`config.mk`:
```
export PLATFORM = sky130hd
export DESIGN_NAME = ext_exec_unit
export DESIGN_NICKNAME = d
export VERILOG_FILES = /design/src/shared/ext_exec_pkg.sv /design/src/ext_exec_unit.sv /design/src/ext_alu.sv
export SDC_FILE = /design/constraint.sdc
export NUM_CORES = 2
export LEC_CHECK = 0
export BUFFER_PORTS_ARGS = -buffer_cell sky130_fd_sc_hd__buf_2
export CORE_ASPECT_RATIO = 1.4
export CORE_MARGIN = 4
export CORE_UTILIZATION = 56
export CTS_BUF_LIST = sky130_fd_sc_hd__clkbuf_4
export DETAILED_ROUTE_END_ITERATION = 16
export GPL_TIMING_DRIVEN = 0
export PLACE_DENSITY_LB_ADDON = 0.2
export SLEW_MARGIN = 10
export SYNTH_ARGS = -nofsm -noshare
export SYNTH_HDL_FRONTEND = slang
export SYNTH_HIERARCHICAL = 1
export SYNTH_SLANG_ARGS = --single-unit
```
`constraint.sdc`:
```
create_clock -name sys_clk -period 5.7 [get_ports sys_clk]
set_input_delay 0.285 -clock sys_clk [delete_from_list [all_inputs] [get_ports sys_clk]]
set_output_delay 0.285 -clock sys_clk [all_outputs]
set_load 0.02 [all_outputs]
```
`src/shared/ext_exec_pkg.sv`:
```
package ext_exec_pkg;

  // operations carried out by this execution unit
  typedef enum logic [2:0] {
    EXT_SIGN_EXTEND  = 3'h0,
    EXT_TEST_ZERO    = 3'h1,
    EXT_EXCLUSIVE_OR = 3'h2,
    ADDR_ADD         = 3'h3,
    ADDR_BRANCH      = 3'h4,
    ADDR_CALL        = 3'h5
  } op_t;

  // operand width: byte, word or 20-bit address-word
  typedef enum logic [1:0] {
    WD_BYTE = 2'h0,
    WD_WORD = 2'h1,
    WD_ADDR = 2'h2
  } width_t;

  // addressing mode of the operand (destination, or target for jumps)
  typedef enum logic [2:0] {
    MD_REG  = 3'h0,
    MD_IMM  = 3'h1,
    MD_ABS  = 3'h2,
    MD_SYM  = 3'h3,
    MD_IDX  = 3'h4,
    MD_IND  = 3'h5,
    MD_AINC = 3'h6
  } mode_t;

  // sequencer states, one-hot
  typedef enum logic [7:0] {
    ST_IDLE   = 8'h01,
    ST_RDLO   = 8'h02,
    ST_RDHI   = 8'h04,
    ST_EXEC   = 8'h08,
    ST_WRLO   = 8'h10,
    ST_WRHI   = 8'h20,
    ST_PUSHHI = 8'h40,
    ST_PUSHLO = 8'h80
  } state_t;

  // register file layout
  localparam logic [3:0]  PC_IDX     = 4'h0;
  localparam logic [3:0]  SP_IDX     = 4'h1;
  localparam logic [3:0]  SR_IDX     = 4'h2;
  localparam logic [19:0] REG_RESET  = 20'h00000;

  // status register bit positions
  localparam int C_POS                      = 0;
  localparam int Z_POS                      = 1;
  localparam int N_POS                      = 2;
  localparam int GLOBAL_IRQ_ENABLE_BIT_POS  = 3;
  localparam int CPU_OFF_BIT_POS            = 4;
  localparam int OSCILLATOR_OFF_BIT_POS     = 5;
  localparam int V_POS                      = 8;
  localparam logic [19:0] SR_MODE_MASK = (20'h1 << GLOBAL_IRQ_ENABLE_BIT_POS)
                                       | (20'h1 << CPU_OFF_BIT_POS)
                                       | (20'h1 << OSCILLATOR_OFF_BIT_POS);
  localparam logic [19:0] SR_FLAG_MASK = (20'h1 << C_POS) | (20'h1 << Z_POS)
                                       | (20'h1 << N_POS) | (20'h1 << V_POS);

  // operand width masks
  localparam logic [19:0] MASK_BYTE = 20'h000ff;
  localparam logic [19:0] MASK_WORD = 20'h0ffff;
  localparam logic [19:0] MASK_ADDR = 20'hfffff;

  // address steps
  localparam logic [19:0] WORD_STEP = 20'h00002;
  localparam logic [19:0] AINC_STEP = 20'h00004;
  localparam logic [19:0] PUSH_PAIR = 20'h00004;

endpackage : ext_exec_pkg

```
`src/ext_exec_unit.sv`:
```
`timescale 1ns/1ps
`default_nettype none
// What this block does
// (RULE_01) register sign extend copies bit 7 upward
// (RULE_02) address-word memory extend clears bits 31:20
// (RULE_03) word memory extend fills bits 15:8
// (RULE_04) extend flags: N, Z, C=!Z, V clear
// (RULE_05) mode bits of status never change
// (RULE_06) test adds all-ones plus one, no write
// (RULE_07) test flags: N, Z, C set, V clear
// (RULE_08) xor writes source xor destination
// (RULE_09) xor flags: C=!Z, V both negative
// (RULE_10) word register result clears bits 19:16; only the xor clears them, the sign extend fills them from bit 7
// (RULE_11) address class only register or immediate
// (RULE_12) address add overwrites destination register
// (RULE_13) address add flags from 20-bit sum
// (RULE_14) branch loads PC from 20-bit target
// (RULE_15) target low at X, high at X+2
// (RULE_16) auto-increment adds four to pointer
// (RULE_17) indexed target uses signed 16-bit index
// (RULE_18) call pushes PC high, low, then jumps
// (RULE_19) call uses exactly two stack words
// (RULE_20) jumps keep N, Z, C, V
// (RULE_21) N from bit 19, 15 or 7
// (RULE_22) byte register result clears bits 19:8
module ext_exec_unit (
  input  wire logic                  sys_clk,
  input  wire logic                  sys_rst,
  input  wire logic                  clkEn,
  input  wire logic                  cmdValid,
  input  wire ext_exec_pkg::op_t     cmdOp,
  input  wire ext_exec_pkg::width_t  cmdWidth,
  input  wire ext_exec_pkg::mode_t   cmdMode,
  input  wire logic                  cmdSrcImm,
  input  wire logic [3:0]            cmdSrcReg,
  input  wire logic [3:0]            cmdDstReg,
  input  wire logic [19:0]           cmdImm,
  input  wire logic [19:0]           cmdAbs,
  input  wire logic [15:0]           cmdIndex,
  output logic                       cmdReady,
  output logic                       cmdDone,
  output logic                       cmdError,
  output logic                       memReq,
  output logic                       memWe,
  output logic [19:0]                memAddr,
  output logic [15:0]                memWdata,
  input  wire logic [15:0]           memRdata,
  input  wire logic                  memAck,
  input  wire logic [3:0]            peekIdx,
  output logic [19:0]                peekData
);
  import ext_exec_pkg::*;

  state_t      state_reg;        // sequencer
  state_t      state_next;
  logic [19:0] regFile [16];     // R0 = PC, R1 = SP, R2 = status
  op_t         op_reg;           // latched command
  width_t      width_reg;
  mode_t       mode_reg;
  logic [3:0]  dstIdx_reg;       // destination register
  logic [3:0]  ptrIdx_reg;       // register used by the operand mode
  logic        twoWords_reg;     // operand spans two memory words
  logic [19:0] opAddr_reg;       // effective address of the memory operand
  logic [19:0] srcVal_reg;       // source value taken at accept
  logic [19:0] tgt_reg;          // evaluated jump target
  logic [15:0] loData_reg;       // word read from X
  logic [15:0] hiData_reg;       // word read from X+2
  logic        memReq_reg;
  logic        memWe_reg;
  logic [19:0] memAddr_reg;
  logic [15:0] memWdata_reg;
  logic        cmdDone_reg;
  logic        cmdError_reg;
  logic [19:0] peekData_reg;

  // architectural registers seen by the decode
  wire [19:0] pcVal = regFile[PC_IDX];
  wire [19:0] spVal = regFile[SP_IDX];
  wire [19:0] srVal = regFile[SR_IDX];

  // command decode, valid in idle
  wire        cmdJump  = (cmdOp == ADDR_BRANCH) || (cmdOp == ADDR_CALL);
  wire        cmdMem   = (cmdMode != MD_REG) && (cmdMode != MD_IMM);
  wire [3:0]  ptrSel   = cmdJump ? cmdSrcReg : cmdDstReg;
  wire [19:0] ptrVal   = regFile[ptrSel];
  wire [19:0] index20  = {{4{cmdIndex[15]}}, cmdIndex};                 // [RULE_17]
  // effective address for the memory modes [RULE_14] [RULE_17]
  wire [19:0] eaNow    = (cmdMode == MD_ABS) ? cmdAbs :
                         (cmdMode == MD_SYM) ? pcVal + index20 :
                         (cmdMode == MD_IDX) ? ptrVal + index20 : ptrVal;
  // the add is register or immediate only, so it never reads memory [RULE_11]
  wire        badAdd   = (cmdOp == ADDR_ADD) && cmdMem;
  wire        badData  = !cmdJump && (cmdOp != ADDR_ADD)
                         && ((cmdMode == MD_IMM) || (cmdMode == MD_AINC));
  wire        badExt   = (cmdOp == EXT_SIGN_EXTEND) && (cmdWidth == WD_BYTE);
  wire        cmdBad   = badAdd || badData || badExt;
  wire        idleNow  = (state_reg == ST_IDLE);
  wire        accept   = clkEn && idleNow && cmdValid;
  wire        take     = accept && !cmdBad;
  wire        srcIsImm = (cmdMode == MD_IMM) || ((cmdOp == EXT_EXCLUSIVE_OR) && cmdSrcImm);
  wire [19:0] srcNow   = srcIsImm ? cmdImm : regFile[cmdSrcReg];
  wire [19:0] tgtNow   = (cmdMode == MD_IMM) ? cmdImm : ptrVal;

  // execute-side decode
  wire        jumpReg  = (op_reg == ADDR_BRANCH) || (op_reg == ADDR_CALL);
  wire        dataOp   = !jumpReg;
  wire        memMode  = (mode_reg != MD_REG) && (mode_reg != MD_IMM);
  wire        writesOp = (op_reg == EXT_SIGN_EXTEND) || (op_reg == EXT_EXCLUSIVE_OR);
  wire        byteLane = opAddr_reg[0];
  wire        ackNow   = memAck && memReq_reg;
  wire        execNow  = clkEn && (state_reg == ST_EXEC);
  wire        pushDone = clkEn && (state_reg == ST_PUSHLO) && ackNow;
  wire [7:0]  memByte  = byteLane ? loData_reg[15:8] : loData_reg[7:0];
  wire [19:0] memOperand = (width_reg == WD_ADDR) ? {hiData_reg[3:0], loData_reg} :
                           (width_reg == WD_WORD) ? {4'h0, loData_reg} :
                           {12'h000, memByte};
  wire [19:0] dstOperand = memMode ? memOperand : regFile[dstIdx_reg];
  wire [19:0] ptrNow     = regFile[ptrIdx_reg];

  logic [19:0] aluResult;
  logic        aluN;
  logic        aluZ;
  logic        aluC;
  logic        aluV;

  // shared datapath for the four data operations
  ext_alu alu (
    .aluOp    (op_reg),
    .aluWidth (width_reg),
    .srcVal   (srcVal_reg),
    .dstVal   (dstOperand),
    .result   (aluResult),
    .flagN    (aluN),
    .flagZ    (aluZ),
    .flagC    (aluC),
    .flagV    (aluV)
  );

  // status with the four flags replaced, mode bits carried over [RULE_05]
  wire [19:0] flagBits = ({19'h00000, aluC} << C_POS) | ({19'h00000, aluZ} << Z_POS)
                       | ({19'h00000, aluN} << N_POS) | ({19'h00000, aluV} << V_POS);
  wire [19:0] srFlagged = (srVal & ~SR_FLAG_MASK) | flagBits;

  // memory write-back words; a byte merges into its lane of the word read
  wire [15:0] byteMerge = byteLane ? {aluResult[7:0], loData_reg[7:0]}
                                   : {loData_reg[15:8], aluResult[7:0]};
  wire [15:0] wbLoNow   = (width_reg == WD_BYTE) ? byteMerge : aluResult[15:0];  // [RULE_03]
  wire [15:0] wbHiNow   = {12'h000, aluResult[19:16]};                         // [RULE_02]

  // write port A: data result, pointer step or stack pointer
  wire        wrEnA = (execNow && !memMode && dataOp && (op_reg != EXT_TEST_ZERO))
                    || (execNow && jumpReg && (mode_reg == MD_AINC)) || pushDone;
  wire [3:0]  wrIdxA = pushDone ? SP_IDX : (jumpReg ? ptrIdx_reg : dstIdx_reg);
  // two stack words go in one step of the pointer [RULE_18] [RULE_19]
  wire [19:0] rawA  = pushDone ? spVal - PUSH_PAIR :
                      jumpReg  ? ptrNow + AINC_STEP :                  // [RULE_16]
                      aluResult;                                       // [RULE_12]
  wire [19:0] wrDataA = (wrIdxA == SR_IDX) ? ((rawA & ~SR_MODE_MASK) | (srVal & SR_MODE_MASK))
                                           : rawA;                     // [RULE_05]
  // write port B: status flags, or PC on a jump; the call loads PC last
  wire        wrEnB   = (execNow && (dataOp || (op_reg == ADDR_BRANCH))) || pushDone;
  wire [3:0]  wrIdxB  = (execNow && dataOp) ? SR_IDX : PC_IDX;
  wire [19:0] wrDataB = (execNow && dataOp) ? srFlagged : tgt_reg;     // [RULE_14] [RULE_20]

  // next state of the sequencer
  always_comb
  begin
    state_next = state_reg;
    unique case (state_reg)
      ST_IDLE:   if (take) state_next = cmdMem ? ST_RDLO : ST_EXEC;
      ST_RDLO:   if (ackNow) state_next = twoWords_reg ? ST_RDHI : ST_EXEC;
      ST_RDHI:   if (ackNow) state_next = ST_EXEC;
      ST_EXEC:   state_next = (op_reg == ADDR_CALL) ? ST_PUSHHI :
                              (memMode && writesOp) ? ST_WRLO : ST_IDLE; // [RULE_06]
      ST_WRLO:   if (ackNow) state_next = (width_reg == WD_ADDR) ? ST_WRHI : ST_IDLE;
      ST_WRHI:   if (ackNow) state_next = ST_IDLE;
      ST_PUSHHI: if (ackNow) state_next = ST_PUSHLO;
      ST_PUSHLO: if (ackNow) state_next = ST_IDLE;
    endcase
  end

  // bus request for the next state, issued on the entering edge
  wire nextRead  = (state_next == ST_RDLO) || (state_next == ST_RDHI);
  wire nextWrite = (state_next == ST_WRLO) || (state_next == ST_WRHI)
                || (state_next == ST_PUSHHI) || (state_next == ST_PUSHLO);
  wire [19:0] addrNext = idleNow ? eaNow :
                         ((state_next == ST_RDHI) || (state_next == ST_WRHI))
                           ? opAddr_reg + WORD_STEP :                  // [RULE_15]
                         (state_next == ST_PUSHHI) ? spVal - WORD_STEP :
                         (state_next == ST_PUSHLO) ? spVal - PUSH_PAIR : opAddr_reg;
  wire [15:0] dataNext = (state_next == ST_WRLO)   ? wbLoNow :
                         (state_next == ST_WRHI)   ? wbHiNow :
                         (state_next == ST_PUSHHI) ? {12'h000, pcVal[19:16]} :  // [RULE_18]
                         (state_next == ST_PUSHLO) ? pcVal[15:0] : 16'h0000;

  // register file, one flop group per entry; port A wins a clash
  generate
    for (genvar g = 0; g < 16; g++)
    begin : gRegs
      always_ff @(posedge sys_clk)
      begin
        if (sys_rst)
          regFile[g] <= REG_RESET;
        else if (clkEn && wrEnA && (wrIdxA == 4'(g)))
          regFile[g] <= wrDataA;
        else if (clkEn && wrEnB && (wrIdxB == 4'(g)))
          regFile[g] <= wrDataB;
      end
    end
  endgenerate

  // sequencer and bus outputs
  always_ff @(posedge sys_clk)
  begin
    if (sys_rst)
    begin
      state_reg    <= ST_IDLE;
      memReq_reg   <= 1'b0;
      memWe_reg    <= 1'b0;
      memAddr_reg  <= REG_RESET;
      memWdata_reg <= 16'h0000;
    end
    else if (clkEn)
    begin
      state_reg  <= state_next;
      memReq_reg <= nextRead || nextWrite;
      memWe_reg  <= nextWrite;
      // address and data only move on a state change, so a waiting
      // request holds still until the memory answers
      if (state_next != state_reg)
      begin
        memAddr_reg  <= addrNext;
        memWdata_reg <= dataNext;
      end
    end
  end

  // command latch; the target of a memory jump comes from the two reads
  always_ff @(posedge sys_clk)
  begin
    if (sys_rst)
    begin
      op_reg    <= EXT_SIGN_EXTEND;
      width_reg <= WD_BYTE;
      mode_reg  <= MD_REG;
      {dstIdx_reg, ptrIdx_reg, twoWords_reg} <= 9'h000;
      {opAddr_reg, srcVal_reg, tgt_reg} <= {REG_RESET, REG_RESET, REG_RESET};
    end
    else if (take)
    begin
      // enum fields are latched one by one so no packed vector meets an enum
      op_reg    <= cmdOp;
      width_reg <= cmdWidth;
      mode_reg  <= cmdMode;
      {dstIdx_reg, ptrIdx_reg} <= {cmdDstReg, ptrSel};
      twoWords_reg <= cmdJump || (cmdWidth == WD_ADDR);
      {opAddr_reg, srcVal_reg, tgt_reg} <= {eaNow, srcNow, tgtNow};
    end
    else if (clkEn && (state_reg == ST_RDHI) && ackNow)
      tgt_reg <= {memRdata[3:0], loData_reg};                          // [RULE_15]
  end

  // read data capture
  always_ff @(posedge sys_clk)
  begin
    if (sys_rst)
      {loData_reg, hiData_reg} <= 32'h00000000;
    else if (clkEn && ackNow && (state_reg == ST_RDLO))
      loData_reg <= memRdata;
    else if (clkEn && ackNow && (state_reg == ST_RDHI))
      hiData_reg <= memRdata;
  end

  // status pulses and the register peek port
  always_ff @(posedge sys_clk)
  begin
    if (sys_rst)
      {cmdDone_reg, cmdError_reg, peekData_reg} <= {1'b0, 1'b0, REG_RESET};
    else if (clkEn)
    begin
      cmdDone_reg  <= !idleNow && (state_next == ST_IDLE);
      cmdError_reg <= accept && cmdBad;                                // [RULE_11]
      peekData_reg <= regFile[peekIdx];
    end
  end

  assign cmdReady = idleNow;
  assign cmdDone  = cmdDone_reg;
  assign cmdError = cmdError_reg;
  assign memReq   = memReq_reg;
  assign memWe    = memWe_reg;
  assign memAddr  = memAddr_reg;
  assign memWdata = memWdata_reg;
  assign peekData = peekData_reg;

  // helper values for the checks below
  wire execSign = dstOperand[7];
  wire srcSign  = (width_reg == WD_BYTE) ? srcVal_reg[7] :
                  (width_reg == WD_WORD) ? srcVal_reg[15] : srcVal_reg[19];
  wire dstSign  = (width_reg == WD_BYTE) ? dstOperand[7] :
                  (width_reg == WD_WORD) ? dstOperand[15] : dstOperand[19];
  wire isOp;                     // register-mode execute step, status not the target
  assign isOp = execNow && !memMode && (dstIdx_reg != SR_IDX);
endmodule : ext_exec_unit
`default_nettype wire

```
`src/ext_alu.sv`:
```
`timescale 1ns/1ps
`default_nettype none
module ext_alu (
  input  wire ext_exec_pkg::op_t    aluOp,
  input  wire ext_exec_pkg::width_t aluWidth,
  input  wire logic [19:0]          srcVal,
  input  wire logic [19:0]          dstVal,
  output logic [19:0]               result,
  output logic                      flagN,
  output logic                      flagZ,
  output logic                      flagC,
  output logic                      flagV
);
  import ext_exec_pkg::*;

  logic [19:0] widthMask;   // all-ones value of the operand width
  logic [19:0] srcM;        // source cut to width
  logic [19:0] dstM;        // destination cut to width
  logic [19:0] resM;        // result cut to width, basis of N and Z
  logic [19:0] sextVal;     // low byte sign spread over 19:8
  logic [20:0] testSum;     // dst + all-ones + 1, flags only
  logic [20:0] addSum;      // full 20-bit sum with carry
  logic        srcSign;
  logic        dstSign;

  // sign bit of a value at the current width [RULE_21]
  function automatic logic signOf(input logic [19:0] v, input width_t w);
    signOf = (w == WD_BYTE) ? v[7] : (w == WD_WORD) ? v[15] : v[19];
  endfunction : signOf

  assign widthMask = (aluWidth == WD_BYTE) ? MASK_BYTE :
                     (aluWidth == WD_WORD) ? MASK_WORD : MASK_ADDR;
  assign srcM      = srcVal & widthMask;
  assign dstM      = dstVal & widthMask;
  assign sextVal   = {{12{dstVal[7]}}, dstVal[7:0]};                      // [RULE_01]
  assign testSum   = {1'b0, dstM} + {1'b0, widthMask} + 21'h000001;       // [RULE_06]
  assign addSum    = {1'b0, srcVal} + {1'b0, dstVal};                     // [RULE_12]
  assign srcSign   = signOf(srcM, aluWidth);
  assign dstSign   = signOf(dstM, aluWidth);
  assign resM      = result & widthMask;

  // result select; exclusive-OR is cut to width, which clears the upper
  // register bits of word and byte destinations [RULE_10] [RULE_22]
  always_comb
  begin
    unique case (aluOp)
      EXT_SIGN_EXTEND:  result = sextVal;
      EXT_TEST_ZERO:    result = testSum[19:0] & widthMask;
      EXT_EXCLUSIVE_OR: result = srcM ^ dstM;                            // [RULE_08]
      ADDR_ADD:         result = addSum[19:0];
      default:          result = dstVal;
    endcase
  end

  // flags, meaningful only for the four data operations
  always_comb
  begin
    flagN = signOf(resM, aluWidth);                                      // [RULE_21]
    flagZ = (resM == 20'h00000);
    unique case (aluOp)
      EXT_SIGN_EXTEND:  {flagC, flagV} = {~flagZ, 1'b0};                 // [RULE_04]
      EXT_TEST_ZERO:    {flagC, flagV} = {1'b1, 1'b0};                   // [RULE_07]
      EXT_EXCLUSIVE_OR: {flagC, flagV} = {~flagZ, srcSign & dstSign};    // [RULE_09]
      ADDR_ADD:         {flagC, flagV} = {addSum[20],                    // [RULE_13]
                         (srcVal[19] == dstVal[19]) && (addSum[19] != srcVal[19])};
      default:          {flagC, flagV} = 2'b00;
    endcase
  end

endmodule : ext_alu
`default_nettype wire

```
* Word-level counts from Yosys, hierarchy flattened *
Memory sizes are Yosys's and may differ from the RTL's. A register that Yosys moved wholly into a read port is not among the register bits.
Cells that the tools add are included.

cells by class
  $add $sub $neg = 9
  equality and inequality tests = 70
  mux-type cells = 202
  bitwise gates (word level) = 45
  reductions and logical operators = 101

operators by type and width
  kind                                                                  number
  20-bit two-way mux                                                    51
  1-bit two-way mux                                                     120
  16-bit two-way mux                                                    7
  20-bit bitwise AND                                                    4
  20-bit case mux with 4 select lines                                   1
  1-bit logical AND                                                     64
  20-bit adder                                                          3
  8-bit two-way mux                                                     7
  8-bit case mux with 7 select lines                                    1
  4-bit two-way mux                                                     9
  2-bit by 4-bit == test with 1-bit output, second input constant       8
  4-bit == test, second input constant                                  8
  1-bit OR                                                              32
  20-bit by 20-bit adder with 21-bit output                             1
  3-bit == test, second input constant                                  7
  20-bit by 1-bit adder with 20-bit output, second input constant       1
  20-bit by 2-bit adder with 20-bit output, second input constant       1
  20-bit by 3-bit adder with 20-bit output, second input constant       1
  20-bit zero test                                                      1
  20-bit by 6-bit OR with 20-bit output                                 1
  20-bit by 9-bit OR with 20-bit output                                 1
  20-bit by 2-bit subtractor with 20-bit output, second input constant  1
  20-bit by 3-bit subtractor with 20-bit output, second input constant  1
  20-bit XOR                                                            1
  41 further kinds                                                      95

storage, ports and cells
  bits in registers = 145
  RAM bits = 320
  input bits = 98
  output and inout port bits = 61
  logic and storage cells = 446
  memories = 1

memories
  name     words  bits a word  read ports  clocked after memory_dff  write ports  line                 text
  regFile  16     20           8           3                         16           ext_exec_unit.sv:56  logic [19:0] regFile [16];

* Longest topological paths before layout *
  word-level depth = 19
  mapped depth = 25
  mapped depth without buffers = 19

* Cells and area by module *
Netlist, hierarchy kept.

by module, submodules not included
  module         times used  cells each  area an instance (um^2)  sequential area each (um^2)
  ext_exec_unit  1           3,364       36,760.3                 13,072.5
  ext_alu        1           303         2,094.5                  0.0

* Worst setup path after synthesis *
OpenSTA, ideal clock, no wires.

  kind = flip-flop to flip-flop
  from = reg with a tool-made name
  to = mem regFile[2][0], data pin
  arrival time = 4,847 ps
  slack = 587 ps
  cell stages (with the launch flop) = 21
  path buffers = 3
  period minus slack after synthesis = 5,113 ps
  cell sequence = dfxtp_1 clkbuf_1 clkbuf_1 clkbuf_1 mux4_2 mux4_2 nand2_1 o21ai_0 ha_1 inv_1 fa_1 nor2b_4 o21a_1 o21ai_2 xor2_1 o21ai_1 or4b_1 or4_1 o41a_1 a31oi_1 nor2_1

RTL lines
  element    line
  to (decl)  ext_exec_unit.sv:56

* Worst setup path after layout *
  from = in cmdDstReg[2]
  to = reg memAddr_reg[18], in the netlist memAddr[18]

between the ends
  longest elaborated chain between the ends = 7

ends and longest elaborated chain
  element               line                  text
  from (decl)           ext_exec_unit.sv:36   input wire logic [3:0] cmdDstReg,
  4-bit two-way mux *   ext_exec_unit.sv:84   wire [3:0] ptrSel = cmdJump ? cmdSrcReg : cmdDstReg;
  memory 16 x 20 bit *  -
  20-bit adder          ext_exec_unit.sv:90   (cmdMode == MD_IDX) ? ptrVal + index20 : ptrVal;
  20-bit two-way mux *  ext_exec_unit.sv:90
  20-bit two-way mux *  ext_exec_unit.sv:89   (cmdMode == MD_SYM) ? pcVal + index20 :
  20-bit two-way mux *  ext_exec_unit.sv:88   wire [19:0] eaNow = (cmdMode == MD_ABS) ? cmdAbs :
  20-bit two-way mux *  ext_exec_unit.sv:186  wire [19:0] addrNext = idleNow ? eaNow :
  to (signal assigned)  ext_exec_unit.sv:232  memAddr_reg <= addrNext;
  to (decl)             ext_exec_unit.sv:70   logic [19:0] memAddr_reg;

Mark *: on every way between the ends. The rest lies on a longest branch, timed or not.
A chain may end at the register's enable or synchronous reset.

==> flow_summary.yaml <==
status:
  status: "finished, violations left"
  violations: "negative setup slack"
critical_path:
  critPathKind: "input pin to flop"
  path_max_fanout: 10
  crit_buf_inv: 6
  cp-end-kind: "flop"
  crit_arrival_ps: 6900
  r2r-end: "regFile[1][3]$_SDFFCE_PN0P_"
  path_cells: "dlygate4sd3_1 > buf_2 > a21o_1 > buf_2 > buf_4 > buf_2 > clkbuf_1 > nand2_1 > a31oi_1 > ha_1 > and4_1 > o211ai_1 > a21oi_1 > or3b_2 > a21oi_1 > o21a_1 > xor2_1 > o21ai_0 > o211ai_1 > a31oi_1"
  crit_family: "buffers and inverters"
  required_ps: 6650
  start_kind: "input pin"
  cpPeakStageDelay_ps: 990
  r2r_setup_slack_ps: -120
  ff2ff_path_depth: 16
  crit-reg2reg-launch: "regFile[1][1]$_SDFFCE_PN0P_"
  crit_top_cell: "buf_2"
  cp_slowest_cell: "a31oi_1"
place:
  place_hpwl_um: 152000
  dp_cells: 4751
  io_buffers: 149
  globalplace.congestion: 1.14
  placed_cell_area_um2: 41000
logic_synthesis:
  yosys_warnings: 6
  seq_area_frac_synth_pct: 33.6
  synth.cell_area_um2: 38900
  synth_fa_ha_area_share_pct: 2.22
  synth_top_family_by_area: "multiplexers"
  synthDistinctLibCells: 114
  synth_common_cells: "525 x nor2_1, 446 x nand2_1, 427 x mux4_2"
  ys.flop_type: "edfxtp_1"
  synth_cells: 3667
  synth.area.top_cells: "mux4_2 25%, edfxtp_1 25%, dfxtp_1 8.9%"
  synth-edff-count: 320
  postSynthAreaPerCell_um2: 10.6
  synthMuxAreaShare_pct: 29.6
  synth.most_common_cell: "nor2_1"
  async_flop_share_pct: 0
  syn_nets: 3832
  synth-xor-area-share_pct: 2.14
  yosysTopAreaCellShare_pct: 24.8
  ys_seq_elements: 493
  synth_compound_area_share_pct: 12.6
  yosys.area.top_type: "mux4_2"
  yosys.area_share.simple_pct: 15.1
route:
  drt-initial-drc-count: 7635
  via_per_inst: 7.65
  first_pass_iters: 10
  drt-total-wl_um: 203000
  wl_per_cell_um: 39.9
  drc_errors: 0
  ant_nets: 0
  via_count: 38930
sta:
  skew_ps: 92.6
  setup_viol: 42
  slew_headroom_pct: 5.03
  worst_pin_slew_ps: 1410
  fin_crit_ps: 5960
  period_share_pct: 105
  fin_ws_ps: -257
  tns_ps: -2970
  hold_viol_final: 0
  fmax_ghz: 0.168
  slew_viol_final: 0
clock_network:
  cts_sinks: 493
  h-tree-depth: 4
  cts_buffers: 132
  cts_tree: "built"
  cts_root_buf: "clkbuf_4"
  cts_buffer_depth: 3
  clk_latency_ps: 1110
  clk_pin_slew_ps: 70
worst_hold_path:
  min_path_cells: 4
  min_from: "memRdata[10]"
  min_path_type: "input pin to flop"
  whs_endpoint: "loData_reg[10]$_SDFFE_PP0P_"
power:
  p_per_area_nw_per_um2: 248
  p_switching_mw: 4.17
  peakVddDrop_uv: 230
  finalPower_mw: 10.9
  seqPwrFrac_pct: 38.2
  p_int_mw: 6.73
  p_leak_nw: 15.8
  power_frac_clock_pct: 30.6
  p_sw_share_pct: 38.3
  pwr-share-comb_pct: 31.2
cells_and_area:
  largest_reg_flops: 320
  largest-register: "regFile"
  final_cell_area_um2: 44000
  nNetsFinal: 4207
  fin_cells: 5086
  areaGrowthSynthToFinish_pct: 13.2
  drive_gt1_share_pct: 25.3
grt:
  grt_pass1_vias: 36300
  grt_usage_pct: 54.2
  grt_pass1_wl_um: 277000
  grt_overflow: 0
  grt_max_degree: 21
  antenna_found_initial: 17
die:
  die_area_um2: 73700
  ios: 159
  die_x_um: 231
  initial_core_util_pct: 56.4
  die_h_um: 320
  coreArea_um2: 68900
  rows: 114
job:
  maxCapViolCount: 0
## power groups by stage
stage	logic [mW]	clock network [mW]	registers [mW]
final	3.40	3.34	4.17
after detailed placement	3.03	0	4.22
after floorplan	1.84	0	4.15
after CTS	3.12	3.27	4.14
after global routing	3.42	3.48	4.17
after global placement	3.00	0	4.21
## through the flow
stage	setup WS (ps)	hold WS [ps]	utilization, %
finish	-257	32.7	63.8
global route	-126	16.4	63.8
floorplan	587	421	-
CTS	17.5	3.81	63.4
detailed placement	-2000	453	59.5
global placement	-2060	448	59.2
## layout by cell type (no fill, tap or decap), types with 17 or more instances in the layout
cell type	netlist	routed
nor3_1	69	67
a21oi_1	182	176
nand2b_1	26	26
a31oi_1	41	32
xor2_1	47	46
a21o_1	27	27
buf_1	39	27
mux2i_1	122	121
buf_6	28	35
xnor2_1	48	48
edfxtp_1	320	320
nor2b_1	19	19
o211ai_1	20	20
o21a_1	25	24
mux4_1	21	21
buf_2	56	205
mux4_2	427	427
buf_4	13	26
and3_1	38	38
dfxtp_1	173	171
ha_1	64	63
nand2_1	446	436
nand3_1	88	87
dlygate4sd3_1	0	77
a211oi_1	95	93
nor2_1	525	525
a311oi_1	20	20
clkbuf_1	188	165
o221ai_1	23	23
o21ai_1	14	17
o21ai_0	105	96
inv_1	41	41
clkbuf_4	1	188
o22ai_1	20	20
clkinv_1	1	31
## kinds of logic (layout without fill, tap and decap cells)
group,after synthesis,count (layout)
adders and majority gates,67,67
other,0,13
and+or+nand+nor,1334,1334
DFF,493,493
buffers and inverters,375,853
xor gates and xnor gates,95,95
muxes,580,580
AOI/OAI and AO/OA,723,723
## worst max-delay path by stage
stage          slack (ps)                       endpoint          from  depth (start not counted)
2_1_floorplan         590        regFile[2][0]$_DFFE_PP_          flop                         20
3_3_place_gp        -2060   regFile[8][13]$_SDFFCE_PN0P_          flop                         19
3_5_place_dp        -2000  regFile[12][13]$_SDFFCE_PN0P_          flop                         19
4_1_cts                20        regFile[2][0]$_DFFE_PP_          flop                         19
5_1_grt              -130       memAddr[18]$_SDFFE_PP0P_  cmdSrcReg[1]                         18
6_report             -260       memAddr[18]$_SDFFE_PP0P_  cmdDstReg[2]                         20
## worst register-to-register path: cells and delay by family (launching register included)
kind            cells  cell delay [ps]
compound gates      6             1980
mux                 2             1240
flops               1              800
simple gates        5              720
buf+inv             1              420
fa+ha+maj           1              350
xor+xnor            1               90
## layout make-up
cell class	instances	area, um^2
Timing Repair Buffer	248	1800
Tap cell	928	1160
Sequential cell	493	13100
Buffer	325	1790
Inverter	43	161
Clock buffer	186	1400
Clock inverter	51	283
Antenna cell	13	32.5
Multi-Input combinational cell	2799	24300
Fill cell	5828	24900
## per-layer routing
| layer | GRT usage (%) | share of wire (%) | up-vias |
|---|---|---|---|
| met5 | 0.391 | 0.088 | - |
| met4 | 51.0 | 13 | 16 |
| met3 | 25.6 | 16 | 1448 |
| met2 | 77.5 | 41 | 4003 |
| met1 | 58.7 | 29 | 18428 |
| li1 | - | - | 15035 |
## timing repair
item	CTS	global route
setup endpoints to repair	326	179
gates resized for setup	65	44
hold buffers	77	0
buffers inserted	6	6
pin swaps	3	3
cloned	0	0
hold endpoints to repair	120	0
Note: power is estimated with default switching activity, not from simulation.
